<file path="src/rvs_pkg.sv">
// Constants and types for the reset, vector and start-up controller
package rvs_pkg;
    localparam int CLK_PERIOD_NS  = 20;
    localparam int PIN_LOW_MIN_NS = 50;
    localparam int PIN_LOW_CYC    = (PIN_LOW_MIN_NS + CLK_PERIOD_NS - 1) / CLK_PERIOD_NS;

    localparam int FLG_C = 0;
    localparam int FLG_Z = 1;
    localparam int FLG_N = 2;
    localparam int FLG_V = 3;
    localparam int FLG_S = 4;
    localparam int FLG_I = 7;
    localparam logic [7:0] FLAGS_RST = 8'h00;

    localparam int NUM_IRQ = 5;
    localparam logic [9:0] VEC_RESET = 10'h000;

    localparam logic [3:0] START_SEL_SHIPPED = 4'h2;
    localparam int RT_SHORT_CYC = 1024;
    localparam int RT_LONG_CYC  = 16384;
    localparam int CK_6         = 6;
    localparam int CK_1K        = 1024;
    localparam int CK_16K       = 16384;
    localparam int CK_32K       = 32768;

    typedef enum logic [2:0] {
        ST_HOLD  = 3'b000,
        ST_RT    = 3'b001,
        ST_CK    = 3'b010,
        ST_RUN   = 3'b011,
        ST_SLEEP = 3'b100
    } rvs_state_t;

    typedef enum logic [1:0] {
        RT_NONE  = 2'b00,
        RT_SHORT = 2'b01,
        RT_LONG  = 2'b10
    } rvs_rt_t;

    typedef struct packed {
        logic       upd;
        logic [7:0] res;
        logic       carry;
        logic       ovf;
    } rvs_alu_t;

    typedef struct packed {
        logic       we;
        logic [7:0] data;
    } rvs_wr_t;

    typedef struct packed {
        rvs_rt_t     rt;
        logic [15:0] ck;
    } rvs_dly_t;
endpackage

</file>
<file path="src/rvs_ctrl.sv">
// Start-up sequencer, core flag register and vector selection
`timescale 1ns/10ps
module rvs_ctrl #(
    parameter int RT_LONG_P = rvs_pkg::RT_LONG_CYC,
    parameter int CK_16K_P  = rvs_pkg::CK_16K,
    parameter int CK_32K_P  = rvs_pkg::CK_32K
) (
    input  wire logic              core_clk_i,
    input  wire logic              rst_n_i,
    input  wire logic              ext_rst_n_i,
    input  wire logic              wdt_osc_i,
    input  wire logic              wdt_timeout_i,
    input  wire logic              sleep_i,
    input  wire logic              wake_i,
    input  wire logic [3:0]        clock_start_select_i,
    input  wire rvs_pkg::rvs_alu_t alu_i,
    input  wire rvs_pkg::rvs_wr_t  flag_wr_i,
    input  wire logic              reti_i,
    input  wire logic [4:0]        irq_i,
    input  wire logic [4:0]        irq_en_i,
    output logic                   core_rst_n_o,
    output logic                   core_run_o,
    output logic                   pc_load_o,
    output logic [9:0]             pc_vec_o,
    output logic [7:0]             core_flag_register_o
);
    import rvs_pkg::*;

    // Start-up delay for each select code
    function automatic rvs_dly_t dly_of(input logic [3:0] sel);
        rvs_dly_t r;
        r.rt = RT_NONE;
        r.ck = 16'(CK_6);
        case (sel)
            4'hf: r = '{RT_NONE,  16'(CK_1K)};
            4'he: r = '{RT_SHORT, 16'(CK_1K)};
            4'hd: r = '{RT_LONG,  16'(CK_1K)};
            4'hc: r = '{RT_NONE,  16'(CK_16K_P)};
            4'hb: r = '{RT_SHORT, 16'(CK_16K_P)};
            4'ha: r = '{RT_LONG,  16'(CK_16K_P)};
            4'h9: r = '{RT_LONG,  16'(CK_1K)};
            4'h8: r = '{RT_LONG,  16'(CK_32K_P)};
            4'h7: r = '{RT_NONE,  16'(CK_6)};
            4'h6: r = '{RT_SHORT, 16'(CK_6)};
            4'h5: r = '{RT_LONG,  16'(CK_6)};
            4'h4: r = '{RT_NONE,  16'(CK_6)};
            4'h3: r = '{RT_SHORT, 16'(CK_6)};
            4'h2: r = '{RT_LONG,  16'(CK_6)};
            4'h1: r = '{RT_NONE,  16'(CK_6)};
            default: r = '{RT_SHORT, 16'(CK_6)};
        endcase
        return r;
    endfunction

    // Lowest pending vector wins
    function automatic logic [9:0] vec_of(input logic [4:0] pend);
        logic [9:0] v;
        v = VEC_RESET;
        for (int i = NUM_IRQ - 1; i >= 0; i--) begin
            if (pend[i]) begin
                v = 10'(i + 1);
            end
        end
        return v;
    endfunction

    // Pin and oscillator synchronisers
    logic [2:0]  pin_s_q;
    logic        pin_lvl_q;
    logic        pin_lvl_d;
    logic [1:0]  low_cnt_q;
    logic [1:0]  low_cnt_d;
    logic [2:0]  osc_s_q;
    logic        osc_lvl_q;
    logic        osc_lvl_d;
    logic        osc_tick;
    logic        pin_req;
    logic        req;

    always_comb begin
        pin_lvl_d = pin_lvl_q;
        if (pin_s_q[1] == pin_s_q[2]) begin
            pin_lvl_d = pin_s_q[2];
        end
        osc_lvl_d = osc_lvl_q;
        if (osc_s_q[1] == osc_s_q[2]) begin
            osc_lvl_d = osc_s_q[2];
        end
        osc_tick = osc_lvl_d & ~osc_lvl_q;
        low_cnt_d = 2'h0;
        if (!pin_lvl_q) begin
            low_cnt_d = (low_cnt_q == 2'(PIN_LOW_CYC)) ? low_cnt_q : low_cnt_q + 2'h1;
        end
        pin_req = (low_cnt_q == 2'(PIN_LOW_CYC)) && !pin_lvl_q;
        req     = pin_req | wdt_timeout_i;
    end

    always_ff @(posedge core_clk_i or negedge rst_n_i) begin
        if (!rst_n_i) begin
            pin_s_q   <= 3'h7;
            pin_lvl_q <= 1'b1;
            low_cnt_q <= 2'h0;
            // Start high: an oscillator already high at release is no edge
            osc_s_q   <= 3'h7;
            osc_lvl_q <= 1'b1;
        end else begin
            pin_s_q   <= {pin_s_q[1:0], ext_rst_n_i};
            pin_lvl_q <= pin_lvl_d;
            low_cnt_q <= low_cnt_d;
            osc_s_q   <= {osc_s_q[1:0], wdt_osc_i};
            osc_lvl_q <= osc_lvl_d;
        end
    end

    // Delay sequencer
    rvs_state_t  st_q;
    rvs_state_t  st_d;
    logic [15:0] cnt_q;
    logic [15:0] cnt_d;
    logic [3:0]  start_sel_q;
    logic [3:0]  start_sel_d;
    logic        boot_q;
    logic        boot_d;
    rvs_dly_t    dly;
    rvs_dly_t    dly_in;
    logic [15:0] rt_last;
    logic [15:0] ck_seen_q;
    logic [15:0] ck_seen_d;

    always_comb begin
        dly     = dly_of(start_sel_q);
        dly_in  = dly_of(clock_start_select_i);
        rt_last = (dly.rt == RT_LONG) ? 16'(RT_LONG_P - 1) : 16'(RT_SHORT_CYC - 1);
        st_d    = st_q;
        cnt_d   = cnt_q;
        boot_d  = boot_q;
        start_sel_d = start_sel_q;
        // Cycles spent in the clock phase, independent of the delay counter
        ck_seen_d = (st_q == ST_CK) ? ck_seen_q + 16'h1 : 16'h0;
        case (st_q)
            ST_HOLD: begin
                cnt_d   = 16'h0;
                boot_d  = 1'b1;
                start_sel_d = clock_start_select_i;
                if (!req) begin
                    // Leaves the cycle after the pulse or pin release, on the new code
                    st_d = (dly_in.rt == RT_NONE) ? ST_CK : ST_RT;
                end
            end
            ST_RT: begin
                if (req) begin
                    st_d  = ST_HOLD;
                    cnt_d = 16'h0;
                end else if (osc_tick) begin
                    if (cnt_q == rt_last) begin
                        st_d  = ST_CK;
                        cnt_d = 16'h0;
                    end else begin
                        cnt_d = cnt_q + 16'h1;
                    end
                end
            end
            ST_CK: begin
                if (req) begin
                    st_d  = ST_HOLD;
                    cnt_d = 16'h0;
                end else if (cnt_q == dly.ck - 16'h1) begin
                    st_d   = ST_RUN;
                    boot_d = 1'b0;
                end else begin
                    cnt_d = cnt_q + 16'h1;
                end
            end
            ST_RUN: begin
                if (req) begin
                    st_d = ST_HOLD;
                end else if (sleep_i) begin
                    st_d = ST_SLEEP;
                end
            end
            default: begin
                if (req) begin
                    st_d = ST_HOLD;
                end else if (wake_i) begin
                    st_d  = ST_CK;
                    cnt_d = 16'h0;
                end
            end
        endcase
    end

    // Core control, vectors and flags
    logic       rst_n_d;
    logic       run_d;
    logic       take_d;
    logic       load_d;
    logic [9:0] vec_d;
    logic [7:0] flg_d;
    logic [4:0] pend;

    always_comb begin
        rst_n_d = (st_d == ST_RUN) || (st_d == ST_SLEEP) || (st_d == ST_CK && !boot_d);
        run_d   = (st_d == ST_RUN);
        pend    = irq_i & irq_en_i;
        take_d  = core_run_o && run_d && core_flag_register_o[FLG_I]
                  && (pend != 5'h0);
        load_d  = take_d || (boot_q && st_d == ST_RUN);
        vec_d   = take_d ? vec_of(pend) : VEC_RESET;
        flg_d   = core_flag_register_o;
        if (!core_rst_n_o) begin
            flg_d = FLAGS_RST;
        end else begin
            if (flag_wr_i.we) begin
                flg_d = flag_wr_i.data;
            end else if (alu_i.upd) begin
                flg_d[FLG_C] = alu_i.carry;
                flg_d[FLG_V] = alu_i.ovf;
                flg_d[FLG_N] = alu_i.res[7];
                flg_d[FLG_Z] = (alu_i.res == 8'h00);
            end
            // Only the global enable moves on entry and return
            if (take_d) begin
                flg_d[FLG_I] = 1'b0;
            end else if (reti_i) begin
                flg_d[FLG_I] = 1'b1;
            end
            flg_d[FLG_S] = flg_d[FLG_N] ^ flg_d[FLG_V];
        end
    end

    always_ff @(posedge core_clk_i or negedge rst_n_i) begin
        if (!rst_n_i) begin
            // Supply loss drops the core reset without waiting for a clock
            st_q                 <= ST_HOLD;
            cnt_q                <= 16'h0;
            start_sel_q          <= START_SEL_SHIPPED;
            ck_seen_q            <= 16'h0;
            boot_q               <= 1'b1;
            core_rst_n_o         <= 1'b0;
            core_run_o           <= 1'b0;
            pc_load_o            <= 1'b0;
            pc_vec_o             <= VEC_RESET;
            core_flag_register_o <= FLAGS_RST;
        end else begin
            st_q                 <= st_d;
            cnt_q                <= cnt_d;
            start_sel_q          <= start_sel_d;
            ck_seen_q            <= ck_seen_d;
            boot_q               <= boot_d;
            core_rst_n_o         <= rst_n_d;
            core_run_o           <= run_d;
            pc_load_o            <= load_d;
            pc_vec_o             <= vec_d;
            core_flag_register_o <= flg_d;
        end
    end

    property p_sign;
        @(posedge core_clk_i) disable iff (!rst_n_i)
        core_flag_register_o[FLG_S] == (core_flag_register_o[FLG_N] ^ core_flag_register_o[FLG_V]);
    endproperty
    a_sign: assert property (p_sign) else $error("Sign flag mismatch");

    property p_zero;
        @(posedge core_clk_i) disable iff (!rst_n_i)
        (core_rst_n_o && alu_i.upd && !flag_wr_i.we) |=>
            core_flag_register_o[FLG_Z] == ($past(alu_i.res) == 8'h00);
    endproperty
    a_zero: assert property (p_zero) else $error("Zero flag wrong");

    property p_neg_ovf;
        @(posedge core_clk_i) disable iff (!rst_n_i)
        (core_rst_n_o && alu_i.upd && !flag_wr_i.we) |=>
            core_flag_register_o[FLG_N] == $past(alu_i.res[7])
            && core_flag_register_o[FLG_V] == $past(alu_i.ovf)
            && core_flag_register_o[FLG_C] == $past(alu_i.carry);
    endproperty
    a_neg_ovf: assert property (p_neg_ovf) else $error("Flags not from result");

    property p_wdt;
        @(posedge core_clk_i) disable iff (!rst_n_i)
        wdt_timeout_i |=> !core_rst_n_o ##1 st_q != ST_HOLD;
    endproperty
    a_wdt: assert property (p_wdt) else $error("Watchdog reset not one cycle");

    property p_restart;
        @(posedge core_clk_i) disable iff (!rst_n_i)
        ((st_q == ST_RT || st_q == ST_CK) && req) |=> st_q == ST_HOLD && cnt_q == 16'h0;
    endproperty
    a_restart: assert property (p_restart) else $error("Delay not restarted");

    property p_boot;
        @(posedge core_clk_i) disable iff (!rst_n_i)
        $rose(core_rst_n_o) |-> pc_load_o && pc_vec_o == VEC_RESET && $past(st_q) == ST_CK;
    endproperty
    a_boot: assert property (p_boot) else $error("Release not at word 0");

    property p_prio;
        @(posedge core_clk_i) disable iff (!rst_n_i)
        (take_d && pend[0]) |=> pc_load_o && pc_vec_o == 10'h001 && !core_flag_register_o[FLG_I];
    endproperty
    a_prio: assert property (p_prio) else $error("Request 0 not preferred");

    property p_gate;
        @(posedge core_clk_i) disable iff (!rst_n_i)
        (pc_load_o && pc_vec_o != VEC_RESET) |-> $past(core_flag_register_o[FLG_I]);
    endproperty
    a_gate: assert property (p_gate) else $error("Taken with global enable off");

    property p_ck_end;
        @(posedge core_clk_i) disable iff (!rst_n_i)
        (st_q == ST_CK && st_d == ST_RUN) |-> ck_seen_q == dly.ck - 16'h1;
    endproperty
    a_ck_end: assert property (p_ck_end) else $error("Clock count cut short");
endmodule

</file>
<file path="config.mk">
export PLATFORM = sky130hd
export DESIGN_NAME = rvs_ctrl
export DESIGN_NICKNAME = d
export VERILOG_FILES = /design/src/rvs_pkg.sv /design/src/rvs_ctrl.sv
export SDC_FILE = /design/constraint.sdc
export NUM_CORES = 1
export LEC_CHECK = 0
export BUFFER_PORTS_ARGS = -buffer_cell sky130_fd_sc_hd__buf_2
export CORE_ASPECT_RATIO = 1.2
export CORE_MARGIN = 2
export CORE_UTILIZATION = 54
export CTS_CLUSTER_SIZE = 16
export DETAILED_ROUTE_END_ITERATION = 6
export PLACE_DENSITY = 0.76
export RECOVER_POWER = 50
export REMOVE_ABC_BUFFERS = 1
export SKIP_CTS_REPAIR_TIMING = 1
export SKIP_LAST_GASP = 1
export SLEW_MARGIN = 25
export SYNTH_ARGS = -nofsm -noshare
export SYNTH_HDL_FRONTEND = slang
export SYNTH_SLANG_ARGS = --single-unit
</file>
<file path="constraint.sdc">
create_clock -name core_clk_i -period 4.33 [get_ports core_clk_i]
set_input_delay 1.0825 -clock core_clk_i [delete_from_list [all_inputs] [get_ports core_clk_i]]
set_output_delay 1.0825 -clock core_clk_i [all_outputs]
set_load 0.05 [all_outputs]
</file>
; Word level (Yosys, flattened, before mapping)
; Memories as Yosys holds them, arrays and structs flattened.
; Cells that the tools add are included.
[totals]
mem_count = 2
output_inout_bits = 21
rom_bits = 224
reg_bits = 55
inputBits = 42
[memory_table]
columns = name, depth, width, read_ports, rd_clocked_by_memory_dff, write_ports, line_no
row1 = (no name shown), 16, 7, 1, 0, 0, rvs_ctrl.sv:34  ; case (sel)
row2 = (no name shown), 16, 7, 1, 0, 0, rvs_ctrl.sv:34
[op_classes]
n_eq_ne = 19
addsub = 3
n_reduce_logical = 17
bitwise = 6
n_mux = 40
[op_table]
columns = operator, n
row1 = 16-bit two-way mux, 7
row2 = 16-bit case mux with 4 select lines, 1
row3 = 10-bit two-way mux, 5
row4 = 3-bit two-way mux, 11
row5 = "16-bit by 1-bit adder with 16-bit output, second input constant", 1
row6 = 16-bit by 14-bit == test with 1-bit output, 1
row7 = 16-bit == test, 1
row8 = 4-bit two-way mux, 4
row9 = "16-bit by 1-bit subtractor with 16-bit output, second input constant", 1
row10 = 14-bit two-way mux, 1
row11 = "3-bit by 2-bit == test with 1-bit output, second input constant", 4
row12 = 3-bit case mux with 4 select lines, 1
row13 = "3-bit inequality test, second input constant", 3
row14 = 8-bit logical NOT, 1
row15 = 8-bit two-way mux, 1
row16 = 1-bit logical AND, 6
row17 = 2-bit two-way mux, 3
row18 = 5-bit bitwise AND, 1
row19 = 1-bit two-way mux, 5
row20 = 5-bit AND reduction, 1
row21 = 5-bit nonzero test, 1
row22 = "2-bit == test, second input constant", 2
row23 = "2-bit inequality test, second input constant", 2
row24 = "4-bit by 1-bit inequality test with 1-bit output, second input constant", 1
row25 = other kinds (15), 20

; Depth between registers and ports, before layout
; An unclocked memory read counts as a cell.
[logic_depth]
word_depth = 14
mapped_depth = 9

; Worst setup path after synthesis
; OpenSTA, ideal clock, no wires.
[synth_timing]
path_type = input to register
startpoint = in wdt_timeout_i
endpoint = reg cnt_q[11]
setup_time_ps = 77
t_arrival_ps = 2507
required_time_ps = 4253
cell_stages = 6
slack_ps = 1746
path_cell_list = nor4_4 a21boi_2 a311oi_2 buf_6 or4_1 a21oi_1
[synth_between]
elab_chain_cells = 3
[synth_lines]
columns = item, line_no
row1 = "start, declared", rvs_ctrl.sv:12  ; input wire logic wdt_timeout_i,
row2 = 1-bit OR (*), rvs_ctrl.sv:95  ; req = pin_req | wdt_timeout_i;
row3 = 4-bit by 1-bit inequality test with 1-bit output (no source line) (tied with other cells), -
row4 = 5-bit AND reduction (no source line) / 16-bit case mux with 4 select lines (equally long branches), -
row5 = "end signal, assigned", rvs_ctrl.sv:246  ; cnt_q <= cnt_d;
row6 = "end, declared", rvs_ctrl.sv:118  ; logic [15:0] cnt_q;
; Mark *: on every way between the ends. The rest lies on a longest branch, timed or not.
; A chain may end at the register's enable or synchronous reset.

==> metrics <==
number of max-cap violations 1; Leakage Power 1.54 nW; Pwr per Cell Area 410 nW/um^2; placer's final routability congestion estimate 0.902; run status complete, but fails checks; mapped cell area 3080 um^2; number of buffers on the longest clock path 2; Gate Count Post-Synth 314; Finished Cell Area 3400 um^2; cell chain of the critical path clkbuf_1; final antenna diode count 0; remaining global-route overflow 0; Critical Setup Path Class input port to async pin; delay of the slowest critical-path stage 1760 ps; Max rail drop VDD 0.240 mV; worst hold-check path type register to register; clock root buffer sky130_fd_sc_hd__clkbuf_8; GRT Resource Usage Total 20.3%; area of the core 5590 um^2; area leader, netlist sky130_fd_sc_hd__dfrtp_1; fraction of layout instances using a drive strength above 1 26.6%; number of iterations in the first detailed-routing pass 4; Unique masters post-synth 72; sequential area share after synthesis 39.4%; number of placed I/O pins 63; Worst-Margin Slew 2530 ps; most frequently used flop master after synthesis sky130_fd_sc_hd__dfrtp_1; layout net count 414; 1st-iter DRT viols 67; Avg Cell Area, Syn 9.81 um^2; largest net degree at the start of global routing 49; Worst-Skew Late Latency 300 ps; routed vias 2570; Clock transition at path regs 90 ps; CP max stage cell sky130_fd_sc_hd__clkbuf_1; die boundary height 86.8 um; CP Data Required Time 4210 ps; violations in the final reports max-capacitance violations, max-slew violations; number of buffers inserted during clock tree synthesis 5; number of sinks on the clock net 48; headroom to the max-slew limit -68.8%; H-tree lvl count 2; Die Width 73.0 um; final count of negative-setup-slack endpoints 0; DR DRC count 0; wire length of the first global-routing pass 10400 um; total of flip-flops plus latches after synthesis 48; sum of negative setup slack 0 ps; Crit path arrival time 2880 ps; number of pins with negative max-slew slack in the final report 49; starting density of the core 55.1%; number of fill cells 504; CP delay by family, top buffers and inverters; clock tree from TritonCTS done; fin crit share 69.2%; via count of the first global-routing pass 2359; endpoint class of the critical path async pin; wire length reported by the detailed router 6230 um; via density per instance 6.00; highest net fanout along the worst path 48; detailed placement HPWL 4640 um; Bufs and invs on worst path 1; number of warnings printed during yosys synthesis 0; Post-synth EDFFs 0; async set-reset flop share out of synthesis 100%; unrepaired setup endpoints after global routing no; final-report hold violation count 0; placement-stage cell area 3310 um^2; Worst Skew 2.48 ps; wire length per cell after detailed routing 14.6 um; count of input and output buffers 54; post-detailed-route count of antenna-violating nets 0; initial antenna violation count 0; startpoint type of the worst setup path input port; placement row count 30; Achievable Freq 0.334 GHz; post-synthesis to final-layout area growth 10.4%; time the final worst path needs with I/O delays and setup 2990 ps; Area contributors post-synth sky130_fd_sc_hd__dfrtp_1 (31%), sky130_fd_sc_hd__dfstp_2 (8.5%), sky130_fd_sc_hd__ha_1 (3.7%), sky130_fd_sc_hd__a2111oi_2 (3.4%), sky130_fd_sc_hd__nand2_1 (3.4%); share of the synthesized area in the top cell type 30.9%; area of the die 6330 um^2
==> cell families (layout without fill, tap and decap cells) <==
group,after synthesis,in the layout,share of synthesized area (%)
AND/OR/NAND/NOR,118,118,21.7
AO/OA/AOI/OAI,83,83,21.6
flip-flops,48,48,39.4
buffers and inverters,34,78,6.82
multiplexers,13,13,4.34
adder cells (fa/ha/maj),11,11,4.30
XOR/XNOR,6,6,1.71
other,1,7,0.122
==> synthesized netlist by cell type (all sizes together), types with 3 or more instances <==
cell     instances
o31ai            4
nand2           28
and3             6
dfstp           10
inv             15
ha               9
buf             15
xnor2            4
nor3             7
nor2            18
nand4            5
a2111oi          9
nor4             8
dfrtp           38
nand2b           3
a31oi            5
and2             6
or2              3
or4              9
a21oi           12
mux2             3
and4             3
clkbuf           4
a21o             4
o21ai           20
nand3            8
o2bb2ai          3
mux2i           10
nor2b            5
==> final timing paths <==
path / startpoint / endpoint / slack (ps) / depth (start not counted)
setup / recovery: rst_n_i / cnt_q[3] / 1340 / 1
hold / removal: pin_s_q[0] / pin_s_q[1] / 360 / 0
setup reg to reg: start_sel_q[1] / cnt_q[15] / 1510 / 7
hold reg to reg: pin_s_q[0] / pin_s_q[1] / 360 / 0
max in group core_clk_i: start_sel_q[1] / cnt_q[15] / 1510 / 7
min in group asynchronous: rst_n_i / cnt_q[11] / 1560 / 1
==> report_power, final <==
group / internal [W] / leakage, nW / switching, W / total [W]
combinational: 0.000201 / 0.874 / 0.000313 / 0.000514
clock: 0.000130 / 0.0445 / 0.000147 / 0.000277
sequential: 0.000506 / 0.623 / 0.0000963 / 0.000602
total: 0.000837 / 1.54 / 0.000556 / 0.00139
==> layout by cell type (no fill, tap or decap), drive strengths merged, types with 9 or more instances in the layout <==
| cell | Yosys | layout |
|---|---|---|
| o21ai | 20 | 20 |
| nor2 | 18 | 18 |
| inv | 15 | 15 |
| a2111oi | 9 | 9 |
| mux2i | 10 | 10 |
| a21oi | 12 | 12 |
| ha | 9 | 9 |
| dfstp | 10 | 10 |
| dfrtp | 38 | 38 |
| or4 | 9 | 9 |
| nand2 | 28 | 28 |
| buf | 15 | 54 |
==> registers in the layout, summed over array words and instances (netlist names) <==
| name | count |
|---|---|
| cnt_q | 16 |
| core_flag_register_o | 8 |
| start_sel_q | 4 |
| osc_s_q | 3 |
| pc_vec_o | 3 |
| pin_s_q | 3 |
| st_q | 3 |
| low_cnt_q | 2 |
| boot_q | 1 |
| core_rst_n_o | 1 |
| core_run_o | 1 |
| osc_lvl_q | 1 |
| pc_load_o | 1 |
| pin_lvl_q | 1 |
==> stage by stage <==
step	cells	worst slack, ps	hold slack [ps]	power, W	utilization (%)
after floorplan	301	1530	345	0.000972	-
after global placement	420	1420	346	0.00111	59.1
after detailed placement	420	1380	347	0.00112	59.2
after CTS	428	1480	361	0.00141	60.9
after global routing	428	770	368	0.00149	60.8
final	428	1340	360	0.00139	60.8
==> layout make-up <==
cell class	instances	area, um^2	area share, %
Clock buffer	7	86.3	2.54
Clock inverter	1	7.51	0.221
Inverter	15	56.3	1.66
Multi-Input combinational cell	238	1680	49.4
Timing Repair Buffer	55	277	8.13
Tap cell	64	80.1	2.35
Sequential cell	48	1210	35.7
==> routing by layer <==
metal	GRT usage, %	vias to the layer above	part of all wire (%)
met2	35.3	74	50
li1	-	1262	-
met5	0	-	0
met3	3.49	11	4.7
met1	25.6	1223	44
met4	6.40	0	1.7
Power figures use the tool's default switching activity.
